### config.mk
export PLATFORM = sky130hd
export DESIGN_NAME = phss_status
export DESIGN_NICKNAME = d
export VERILOG_FILES = /design/src/phss_pkg.sv /design/src/phss_sync.sv /design/src/phss_status.sv
export VERILOG_INCLUDE_DIRS = /design/src
export SDC_FILE = /design/constraint.sdc
export NUM_CORES = 1
export LEC_CHECK = 0
export ABC_AREA = 0
export BUFFER_PORTS_ARGS = -buffer_cell sky130_fd_sc_hd__buf_4
export CAP_MARGIN = 15
export CORE_ASPECT_RATIO = 0.75
export CORE_MARGIN = 8
export CORE_UTILIZATION = 50
export DETAILED_ROUTE_END_ITERATION = 7
export PLACE_DENSITY_LB_ADDON = 0.08
export SETUP_SLACK_MARGIN = 0.5
export SLEW_MARGIN = 20
export SYNTH_ARGS = -nofsm -noshare
export SYNTH_HDL_FRONTEND = slang
export SYNTH_SLANG_ARGS = --single-unit
### constraint.sdc
create_clock -name pclk -period 2.2 [get_ports pclk]
set_input_delay 0.11 -clock pclk [delete_from_list [all_inputs] [get_ports pclk]]
set_output_delay 0.11 -clock pclk [all_outputs]
set_load 0.01 [all_outputs]
### src/phss_defines.svh
// phss_defines.svh: offsets, bit positions and reset values of the status block
// assumes: included by bare name from each file that needs it
`ifndef PHSS_DEFINES_SVH
`define PHSS_DEFINES_SVH

// ------------------------------------------------------------
// register indices (byte address = index * 4)
// ------------------------------------------------------------
`define PHSS_IDX_BSTS      6'h01
`define PHSS_IDX_ANEX      6'h06
`define PHSS_IDX_STATUS    6'h10
`define PHSS_IDX_ISRC      6'h12
`define PHSS_IDX_EVT_STAT  6'h20
`define PHSS_IDX_EVT_CLR   6'h21
`define PHSS_IDX_EVT_EN    6'h22

// ------------------------------------------------------------
// summary status bit positions
// ------------------------------------------------------------
`define PHSS_B_SIGDET   10
`define PHSS_B_LOCK     9
`define PHSS_B_PAGE     8
`define PHSS_B_INT      7
`define PHSS_B_RFAULT   6
`define PHSS_B_JABBER   5
`define PHSS_B_ANDONE   4
`define PHSS_B_LOOP     3
`define PHSS_B_DUPLEX   2
`define PHSS_B_SPEED    1
`define PHSS_B_LINK     0
`define PHSS_RSVD_HI    15
`define PHSS_RSVD_LO    11

// bits of the companion registers
`define PHSS_ANEX_PAGE  1
`define PHSS_BSTS_JAB   1
`define PHSS_BSTS_LINK  2
`define PHSS_BSTS_RF    4

// ------------------------------------------------------------
// raw input vector positions
// ------------------------------------------------------------
`define PHSS_I_SIGDET   0
`define PHSS_I_LOCK     1
`define PHSS_I_PAGE     2
`define PHSS_I_INT      3
`define PHSS_I_RFAULT   4
`define PHSS_I_JABBER   5
`define PHSS_I_ANDONE   6
`define PHSS_I_ANEN     7
`define PHSS_I_LOOP     8
`define PHSS_I_DUPLEX   9
`define PHSS_I_SPEED    10
`define PHSS_I_LINK     11
`define PHSS_NUM_IN     12

// ------------------------------------------------------------
// event bits of the interrupt registers
// ------------------------------------------------------------
`define PHSS_E_PAGE     0
`define PHSS_E_RFAULT   1
`define PHSS_E_LINKDN   2
`define PHSS_E_JABBER   3
`define PHSS_NUM_EVT    4

`define PHSS_RST_WORD   32'h0000_0000
`define PHSS_RST_EVT    4'h0

`endif

### src/phss_pkg.sv
// phss_pkg.sv: types shared by the status block
// assumes: constants come from phss_defines.svh
`include "phss_defines.svh"

package phss_pkg;
  typedef logic [31:0]               phss_word_t;
  typedef logic [15:0]               phss_half_t;
  typedef logic [`PHSS_NUM_EVT-1:0]  phss_evt_t;
  typedef logic [`PHSS_NUM_IN-1:0]   phss_in_t;
endpackage : phss_pkg

### src/phss_sync.sv
// phss_sync.sv: two flip-flop synchroniser for a vector of independent levels
// assumes: each bit is a slow level; bits are not sampled as a coherent word
`timescale 1ns/1ps
`include "phss_defines.svh"

module phss_sync
  import phss_pkg::*;
#(
  parameter int W = `PHSS_NUM_IN
) (
  input  wire logic         pclk,
  input  wire logic         presetn,
  input  wire logic [W-1:0] async_in,
  output logic      [W-1:0] sync_out
);
  logic [W-1:0] meta;

  if (W < 1) begin : g_bad_width
    $error("phss_sync: W must be at least 1");
  end

  // meta is read only by sync_out
  always_ff @(posedge pclk or negedge presetn) begin
    if (!presetn) begin
      meta     <= '0;
      sync_out <= '0;
    end else begin
      meta     <= async_in;
      sync_out <= meta;
    end
  end
endmodule : phss_sync

### src/phss_status.sv
// phss_status.sv: summary status register of a 10/100 transceiver with its
// companion read-to-clear registers, an event interrupt and an APB slave
// assumes: status sources are pins from other clock domains; one clock pclk
// Notes on behaviour
// bit 10 shows the 100 Mb/s signal detect, active high, read-only and latching low.
// bit 9 shows the 100 Mb/s descrambler lock, active high, read-only and latching low.
// bit 8 copies the page-received flag, cleared by reading the autoneg expansion register only.
// bit 7 is 1 while an internal interrupt is pending; reading the interrupt source register clears it.
// bit 6 is set by a partner remote fault and cleared by a basic mode status read or reset.
// bit 5 copies the jabber flag, meaningful at 10 Mb/s only, and is not cleared by reading.
// bit 4 is 1 once auto-negotiation has completed, else 0.
// bit 3 is 1 while interface loopback is active, else 0.
// bit 2 is 1 for full duplex, valid with link and negotiation done or disabled.
// bit 1 is 1 for 10 Mb/s and 0 for 100 Mb/s, with the same validity as bit 2.
// bit 0 is 1 with a valid link, copies the link flag and is not cleared by reading.
// writes to the summary status register are ignored.
//
// The implementer's own choice: the APB slave port.
`timescale 1ns/1ps
`include "phss_defines.svh"

module phss_status
  import phss_pkg::*;
#(
  parameter int ADDR_W = 8
) (
  input  wire logic              pclk,
  input  wire logic              presetn,
  input  wire logic              psel,
  input  wire logic              penable,
  input  wire logic              pwrite,
  input  wire logic [ADDR_W-1:0] paddr,
  input  wire logic [31:0]       pwdata,
  output logic      [31:0]       prdata,
  output logic                   pready,
  output logic                   pslverr,
  input  wire logic              sig_detect,
  input  wire logic              descr_lock,
  input  wire logic              page_rx,
  input  wire logic              int_event,
  input  wire logic              remote_fault,
  input  wire logic              jabber,
  input  wire logic              an_done,
  input  wire logic              an_enable,
  input  wire logic              mii_loopback,
  input  wire logic              full_duplex,
  input  wire logic              speed_10,
  input  wire logic              link_up,
  output logic                   irq
);

  if (ADDR_W < 8) begin : g_bad_addr
    $error("phss_status: ADDR_W must be at least 8");
  end

  // ------------------------------------------------------------
  // input synchronisation
  // ------------------------------------------------------------
  wire logic [`PHSS_NUM_IN-1:0] raw_in;
  phss_in_t                     s_in;

  assign raw_in[`PHSS_I_SIGDET] = sig_detect;
  assign raw_in[`PHSS_I_LOCK]   = descr_lock;
  assign raw_in[`PHSS_I_PAGE]   = page_rx;
  assign raw_in[`PHSS_I_INT]    = int_event;
  assign raw_in[`PHSS_I_RFAULT] = remote_fault;
  assign raw_in[`PHSS_I_JABBER] = jabber;
  assign raw_in[`PHSS_I_ANDONE] = an_done;
  assign raw_in[`PHSS_I_ANEN]   = an_enable;
  assign raw_in[`PHSS_I_LOOP]   = mii_loopback;
  assign raw_in[`PHSS_I_DUPLEX] = full_duplex;
  assign raw_in[`PHSS_I_SPEED]  = speed_10;
  assign raw_in[`PHSS_I_LINK]   = link_up;

  phss_sync #(
    .W        (`PHSS_NUM_IN)
  ) u_sync (
    .pclk     (pclk),
    .presetn  (presetn),
    .async_in (raw_in),
    .sync_out (s_in)
  );

  wire logic sd_s   = s_in[`PHSS_I_SIGDET];
  wire logic lock_s = s_in[`PHSS_I_LOCK];
  wire logic page_s = s_in[`PHSS_I_PAGE];
  wire logic int_s  = s_in[`PHSS_I_INT];
  wire logic rf_s   = s_in[`PHSS_I_RFAULT];
  wire logic jab_s  = s_in[`PHSS_I_JABBER];
  wire logic and_s  = s_in[`PHSS_I_ANDONE];
  wire logic ane_s  = s_in[`PHSS_I_ANEN];
  wire logic loop_s = s_in[`PHSS_I_LOOP];
  wire logic dup_s  = s_in[`PHSS_I_DUPLEX];
  wire logic spd_s  = s_in[`PHSS_I_SPEED];
  wire logic link_s = s_in[`PHSS_I_LINK];

  // ------------------------------------------------------------
  // apb decode
  // ------------------------------------------------------------
  wire logic [5:0] idx      = paddr[7:2];
  wire logic       setup    = psel && !penable;
  wire logic       access   = psel && penable;
  wire logic       rd_take  = setup && !pwrite;
  wire logic       wr_done  = access && pwrite;
  wire logic       hit_sts  = (idx == `PHSS_IDX_STATUS);
  wire logic       hit_bsts = (idx == `PHSS_IDX_BSTS);
  wire logic       hit_anex = (idx == `PHSS_IDX_ANEX);
  wire logic       hit_isrc = (idx == `PHSS_IDX_ISRC);
  wire logic       hit_est  = (idx == `PHSS_IDX_EVT_STAT);
  wire logic       hit_ecl  = (idx == `PHSS_IDX_EVT_CLR);
  wire logic       hit_een  = (idx == `PHSS_IDX_EVT_EN);
  wire logic       mapped   = hit_sts || hit_bsts || hit_anex || hit_isrc
                              || hit_est || hit_ecl || hit_een;

  // read side effects act at the setup edge, where the read word is captured:
  // an event landing between capture and clear would otherwise be lost
  wire logic sts_rd  = rd_take && hit_sts;
  wire logic bsts_rd = rd_take && hit_bsts;
  wire logic anex_rd = rd_take && hit_anex;
  wire logic isrc_rd = rd_take && hit_isrc;

  // no wait state: read data is registered in setup, so pready is high in the first access cycle
  assign pready = access;

  // ------------------------------------------------------------
  // status flags
  // ------------------------------------------------------------
  logic sd_ll;
  logic lock_ll;
  logic page_flag;
  logic int_pend;
  logic rf_flag;
  logic page_prev;
  logic int_prev;
  logic link_prev;
  logic jab_prev;

  wire logic page_set = page_s && !page_prev;
  wire logic int_set  = int_s && !int_prev;

  // latch low: a drop holds 0 until the summary is read, then the live level returns
  wire logic next_sd_ll   = sts_rd ? sd_s : (sd_ll && sd_s);
  wire logic next_lock_ll = sts_rd ? lock_s : (lock_ll && lock_s);
  // set wins over a clear in the same cycle
  wire logic next_page    = page_set || (page_flag && !anex_rd);
  wire logic next_int     = int_set || (int_pend && !isrc_rd);
  wire logic next_rf      = rf_s || (rf_flag && !bsts_rd);

  always_ff @(posedge pclk or negedge presetn) begin
    if (!presetn) begin
      sd_ll     <= 1'b0;
      lock_ll   <= 1'b0;
      page_flag <= 1'b0;
      int_pend  <= 1'b0;
      rf_flag   <= 1'b0;
    end else begin
      sd_ll     <= next_sd_ll;
      lock_ll   <= next_lock_ll;
      page_flag <= next_page;
      int_pend  <= next_int;
      rf_flag   <= next_rf;
    end
  end

  always_ff @(posedge pclk or negedge presetn) begin
    if (!presetn) begin
      page_prev <= 1'b0;
      int_prev  <= 1'b0;
      link_prev <= 1'b0;
      jab_prev  <= 1'b0;
    end else begin
      page_prev <= page_s;
      int_prev  <= int_s;
      link_prev <= link_s;
      jab_prev  <= jab_s;
    end
  end

  // duplex and speed are shown only while they mean something, else 0
  wire logic mode_valid = link_s && (and_s || !ane_s);

  // ------------------------------------------------------------
  // register words
  // ------------------------------------------------------------
  wire logic [15:0] sts_word;
  assign sts_word[`PHSS_RSVD_HI:`PHSS_RSVD_LO] = '0;
  assign sts_word[`PHSS_B_SIGDET] = sd_ll;
  assign sts_word[`PHSS_B_LOCK]   = lock_ll;
  assign sts_word[`PHSS_B_PAGE]   = page_flag;
  assign sts_word[`PHSS_B_INT]    = int_pend;
  assign sts_word[`PHSS_B_RFAULT] = rf_flag;
  assign sts_word[`PHSS_B_JABBER] = jab_s;
  assign sts_word[`PHSS_B_ANDONE] = and_s;
  assign sts_word[`PHSS_B_LOOP]   = loop_s;
  assign sts_word[`PHSS_B_DUPLEX] = mode_valid && dup_s;
  assign sts_word[`PHSS_B_SPEED]  = mode_valid && spd_s;
  assign sts_word[`PHSS_B_LINK]   = link_s;

  logic [15:0] bsts_word;
  logic [15:0] anex_word;
  logic [15:0] isrc_word;
  always_comb begin
    bsts_word                  = '0;
    bsts_word[`PHSS_BSTS_JAB]  = jab_s;
    bsts_word[`PHSS_BSTS_LINK] = link_s;
    bsts_word[`PHSS_BSTS_RF]   = rf_flag;
    anex_word                  = '0;
    anex_word[`PHSS_ANEX_PAGE] = page_flag;
    isrc_word                  = '0;
    isrc_word[`PHSS_B_INT]     = int_pend;
  end

  // ------------------------------------------------------------
  // event interrupt
  // ------------------------------------------------------------
  phss_evt_t evt_stat;
  phss_evt_t evt_en;
  wire phss_evt_t evt_hit;

  assign evt_hit[`PHSS_E_PAGE]   = page_set;
  assign evt_hit[`PHSS_E_RFAULT] = rf_s && !rf_flag;
  assign evt_hit[`PHSS_E_LINKDN] = link_prev && !link_s;
  assign evt_hit[`PHSS_E_JABBER] = jab_s && !jab_prev;

  wire logic      ecl_wr   = wr_done && hit_ecl;
  wire logic      een_wr   = wr_done && hit_een;
  wire phss_evt_t ecl_mask = ecl_wr ? pwdata[`PHSS_NUM_EVT-1:0] : '0;
  // a new event beats a write-one-to-clear in the same cycle
  wire phss_evt_t next_evt_stat = evt_hit | (evt_stat & ~ecl_mask);
  wire phss_evt_t next_evt_en   = een_wr ? pwdata[`PHSS_NUM_EVT-1:0] : evt_en;

  always_ff @(posedge pclk or negedge presetn) begin
    if (!presetn) begin
      evt_stat <= `PHSS_RST_EVT;
      evt_en   <= `PHSS_RST_EVT;
    end else begin
      evt_stat <= next_evt_stat;
      evt_en   <= next_evt_en;
    end
  end

  assign irq = |(evt_stat & evt_en);

  // ------------------------------------------------------------
  // read data and error
  // ------------------------------------------------------------
  // writes to every read-only word, the summary among them, are dropped
  // silently; only the two event registers above take write data
  logic [31:0] rd_mux;
  always_comb begin
    rd_mux = `PHSS_RST_WORD;
    unique case (1'b1)
      hit_sts:  rd_mux[15:0] = sts_word;
      hit_bsts: rd_mux[15:0] = bsts_word;
      hit_anex: rd_mux[15:0] = anex_word;
      hit_isrc: rd_mux[15:0] = isrc_word;
      hit_est:  rd_mux[`PHSS_NUM_EVT-1:0] = evt_stat;
      hit_een:  rd_mux[`PHSS_NUM_EVT-1:0] = evt_en;
      default:  rd_mux = `PHSS_RST_WORD;
    endcase
  end

  wire logic [31:0] next_prdata  = (setup && !pwrite) ? rd_mux : prdata;
  wire logic        next_pslverr = setup ? !mapped : pslverr;

  always_ff @(posedge pclk or negedge presetn) begin
    if (!presetn) begin
      prdata  <= `PHSS_RST_WORD;
      pslverr <= 1'b0;
    end else begin
      prdata  <= next_prdata;
      pslverr <= next_pslverr;
    end
  end
endmodule : phss_status

# Word level (Yosys, flattened, before mapping)

Cells that the tools add are included.

Logic and storage cells: 77
Register bits: 58
Input port bits: 57
Output and inout port bits: 35

Eq/ne operators: 7
Reduce and logical (&&, ||, !) cells: 46
Muxes and demuxes: 5
Bitwise gates (word level): 4

Operators with widths:

| operator                                       | number |
|---|---|
| logical AND 1 bit                              | 23 |
| one-hot mux 7 bit (3 select lines)             | 1 |
| one-hot mux 4 bit (5 select lines)             | 1 |
| == test 6 bit (second input constant)          | 3 |
| == test 6 x 5 -> 1 bit (second input constant) | 2 |
| logical NOT 1 bit                              | 12 |
| logical OR 1 bit                               | 10 |
| AND 4 bit                                      | 2 |
| == test 6 x 1 -> 1 bit (second input constant) | 1 |
| == test 6 x 3 -> 1 bit (second input constant) | 1 |
| 2-to-1 mux 4 bit                               | 1 |
| inverter 4 bit                                 | 1 |
| OR 4 bit                                       | 1 |
| OR reduction 4 bit                             | 1 |
| 2-to-1 mux 1 bit                               | 2 |

# Logic depth before layout (Yosys ltp)

Depth after elaboration: 8
Gate-level depth with buffers: 6
Mapped depth without buffers: 4

# Hierarchy

From an unflattened synthesis, not the netlist that was laid out.

Cell total of the unflattened synthesis: 178
Area, all modules: 2159.6 µm²

Modules (own cells, without submodules):

| module      | area an instance (µm²) | instances | cells an instance | seq. area each (µm²) |
|---|---|---|---|---|
| phss_status | 1559.0                 | 1         | 154               | 725.7 |
| phss_sync   | 600.6                  | 1         | 24                | 600.6 |

# Worst setup path before layout

OpenSTA, ideal clock, no wires.

Path kind: input -> register
Start: in paddr[6]
End: reg evt_en[0]
Data arrival time: 1275 ps
Cell stages on the path: 3
Setup time: 125 ps
Setup slack: 800 ps
Cells stage by stage: or4b_4 > nor3b_4 > mux2_2

Word-level cells in the longest chain between the ends: 2

RTL lines:

| element                 | RTL line           | text |
|---|---|---|
| start, declared         | phss_status.sv:32  | `input wire logic [ADDR_W-1:0] paddr,` |
| == test 6 bit (no line) | n/a                |  |
| logical AND 1 bit       | phss_status.sv:226 | `wire logic een_wr = wr_done && hit_een;` |
| end signal, assigned    | phss_status.sv:235 | `` evt_en <= `PHSS_RST_EVT; `` |
| end signal, assigned    | phss_status.sv:238 | `evt_en <= next_evt_en;` |
| end, declared           | phss_status.sv:217 | `phss_evt_t evt_en;` |

Every way passes these cells.
A chain may end at the register's enable or synchronous reset.

# Worst setup path in the final report

Start: in paddr[6]
End: reg evt_en[3]

The elaborated chain is that of the path after synthesis.

==> impl_metrics.py <==
metrics = {
    "run_status": {
        "status": "finished, final reports clean",
    },
    "critical_path": {
        "cp_slowest_cell": "or4b_4",
        "ff2ff_setup_slack_ps": 1000,
        "critical_path_class": "input port to flop",
        "endpoint_kind": "flop",
        "path_buf_inv": 1,
        "crit_path_cell_trace": "buf_4, or4b_4, nor3b_4, mux2_2",
        "cp_data_arrival_time_ps": 1510,
        "slowest_delay_ps": 590,
        "worstSetupStartpointType": "input port",
        "worst-path-max-fanout": 8,
        "cp.required_ps": 2390,
        "cp_top_family": "simple AND/OR/NAND/NOR gates",
    },
    "clock_network": {
        "cts_root_buf": "clkbuf_8",
        "cts_setup_buffers": 0,
        "holdBufCountCts": 13,
        "clk_pin_slew_ps": 90,
        "cts_resized": 0,
        "cts_max_path_buffers": 2,
        "ctsHtreeMaxLevel": 2,
        "cts_tree": "built",
        "insertion_delay_ps": 300,
        "cts_buffers": 5,
        "cts.sink_count": 53,
    },
    "logic_synthesis": {
        "synth_top_area_frac": 0.6221,
        "ys_top_cells_by_area": "dfrtp_1 62%, buf_4 7.7%, nand2_1 3.9%",
        "synth_warnings": 0,
        "synth-seq-cells": 53,
        "synth_ff_type": "dfrtp_1",
        "synth_edf_count": 0,
        "yosysTopAreaCell": "dfrtp_1",
        "syn_avg_cell_area_um2": 11.98,
        "yosysMostFrequentCell": "dfrtp_1",
        "synth_cell_type_count": 36,
        "async_flop_share": 1.000,
        "synthTopCellsByCount": "53 x dfrtp_1, 22 x buf_4, 22 x nand2_1, 12 x nor2_1",
        "synth_area_um2": 2132,
        "synth-seq-area-share": 0.6221,
        "syn_inst": 178,
    },
    "timing": {
        "fin_ws_ps": 874.7,
        "slew_headroom": 0.5863,
        "skew_ps": 3.580,
        "rsz0062_at_grt": "no",
        "max_freq_mhz": 754.6,
        "worst_slew_pin_slew_ps": 620.5,
        "period_share": 0.6024,
        "fin_crit_ps": 1325,
        "holdWs_ps": 56.11,
        "hold_viol": 0,
        "slew_violations": 0,
        "tns_ps": 0,
        "setup_viol": 0,
    },
    "placement": {
        "pre_cts_slack_ps": 560.5,
        "port_buffers": 40,
        "dpl-instance-area_um2": 2415,
        "place_congestion": 0.7453,
        "dp_hpwl_um": 3091,
    },
    "routing": {
        "drtIter0Drc": 91,
        "routedWlPerCell_um": 14.31,
        "antenna_left": 0,
        "vias": 1439,
        "firstDrtPassIters": 4,
        "routed_via_density": 4.962,
        "routed_wirelength_um": 4150,
        "drc_errors": 0,
    },
    "pwr": {
        "pwr_density_cell_nw_per_um2": 669.5,
        "power_leakage_nw": 1.279,
        "netSwitchingPower_mw": 0.4198,
        "ir_drop_mv": 0.4581,
        "p_int_mw": 1.341,
        "switching_share": 0.2384,
        "combPwrFrac": 0.116,
        "seqPwrFrac": 0.594,
        "clkPwrFrac": 0.290,
    },
    "die": {
        "initial_core_util": 0.5227,
        "boundaryPins": 92,
        "dieArea_um2": 6631,
        "dieWidth_um": 91.40,
        "placementRows": 20,
        "dieHeight_um": 72.55,
        "core_area_um2": 4079,
    },
    "cells_and_area": {
        "fin_nets": 292,
        "n_antenna_cell": 0,
        "fin_area_um2": 2630,
        "post_route_cells_drive_above_1_share": 0.2638,
        "area_growth_pct": 23.36,
    },
    "global_route": {
        "grt_pass1_vias": 1425,
        "grt_util_all_layers": 0.1247,
        "antenna_found_initial": 0,
        "grt_max_degree": 54,
        "grt_remaining_overflow": 0,
        "grt_pass1_wl_um": 6630,
    },
    "job": {
        "maxCapViolCount": 0,
    },
    "worst_hold_path": {
        "min_path_type": "input port to flop",
    },
}
==> power by group through the flow <==
stage | registers, mW | logic (mW) | clock network (mW)
floorplan | 1.07 | 0.100 | 0
global placement | 1.06 | 0.184 | 0
detailed placement | 1.07 | 0.188 | 0
CTS | 1.05 | 0.207 | 0.529
global route | 1.05 | 0.226 | 0.566
finish | 1.05 | 0.205 | 0.510
==> final cells by class <==
class / instances / area [um^2]
Inverter: 6 / 22.52
Fill cell: 322 / 1449
Timing Repair Buffer: 55 / 445.4
Multi-Input combinational cell: 114 / 681.9
Clock inverter: 2 / 16.27
Tap cell: 55 / 68.82
Sequential cell: 53 / 1326
Clock buffer: 5 / 68.82
==> registers in the layout, summed over array words and instances (netlist names) <==
signal           cells
jab_prev             1
pslverr              1
lock_ll              1
evt_en               4
link_prev            1
u_sync.sync_out     12
int_pend             1
sd_ll                1
page_flag            1
prdata              11
evt_stat             4
int_prev             1
u_sync.meta         12
page_prev            1
rf_flag              1
==> cells by family after synthesis <==
family                 synth area share
AND/OR/NAND/NOR                  0.1543
buffers and inverters           0.09331
other                          0.001759
AO/OA/AOI/OAI                   0.08685
multiplexers                    0.04167
flip-flops                       0.6221
==> worst reg2reg max path, stage by stage, from the launching register on <==
cell      delay [ps]
dfrtp_1          410
mux2_2           270
a222oi_1         290
o21ai_0          110
==> placed cells by master, fill, tap and decap left out, types with 2 or more instances in the layout <==
master / instances
dfrtp_1: 53
buf_4: 42
nand2_1: 22
conb_1: 21
dlygate4sd3_1: 13
nor2_1: 12
nand3_1: 7
mux2_2: 7
inv_1: 6
a22o_1: 5
o21ai_0: 5
clkbuf_8: 5
and2_1: 3
a221oi_1: 3
a31oi_1: 3
nand2b_1: 2
nor4b_1: 2
o21a_1: 2
a22oi_1: 2
==> metal layers <==
layer / wire [um] / track usage / up-vias
met1: 1854 / 0.1560 / 703
li1: - / - / 679
met3: 404 / 0.05567 / 2
met2: 1870 / 0.1865 / 55
met4: 19 / 0.04521 / 0
met5: 0 / 0 / -
==> metrics by stage <==
stage	power (mW)	utilization	cells
global placement	1.248	0.5920	270
floorplan	1.167	-	198
CTS	1.782	0.6448	290
global route	1.843	0.6448	290
finish	1.761	0.6448	290
detailed placement	1.254	0.5920	270
==> final timing paths <==
path | from | to | cells past startpoint
max | paddr[6] | evt_en[3] | 4
min reg2reg | u_sync.meta[4] | u_sync.sync_out[4] | 0
max reg2reg | evt_stat[2] | prdata[2] | 3
min in group asynchronous | presetn | jab_prev | 2
min | pwdata[1] | evt_en[1] | 2
max in group asynchronous | presetn | prdata[8] | 2
Power figures use the tool's default switching activity.
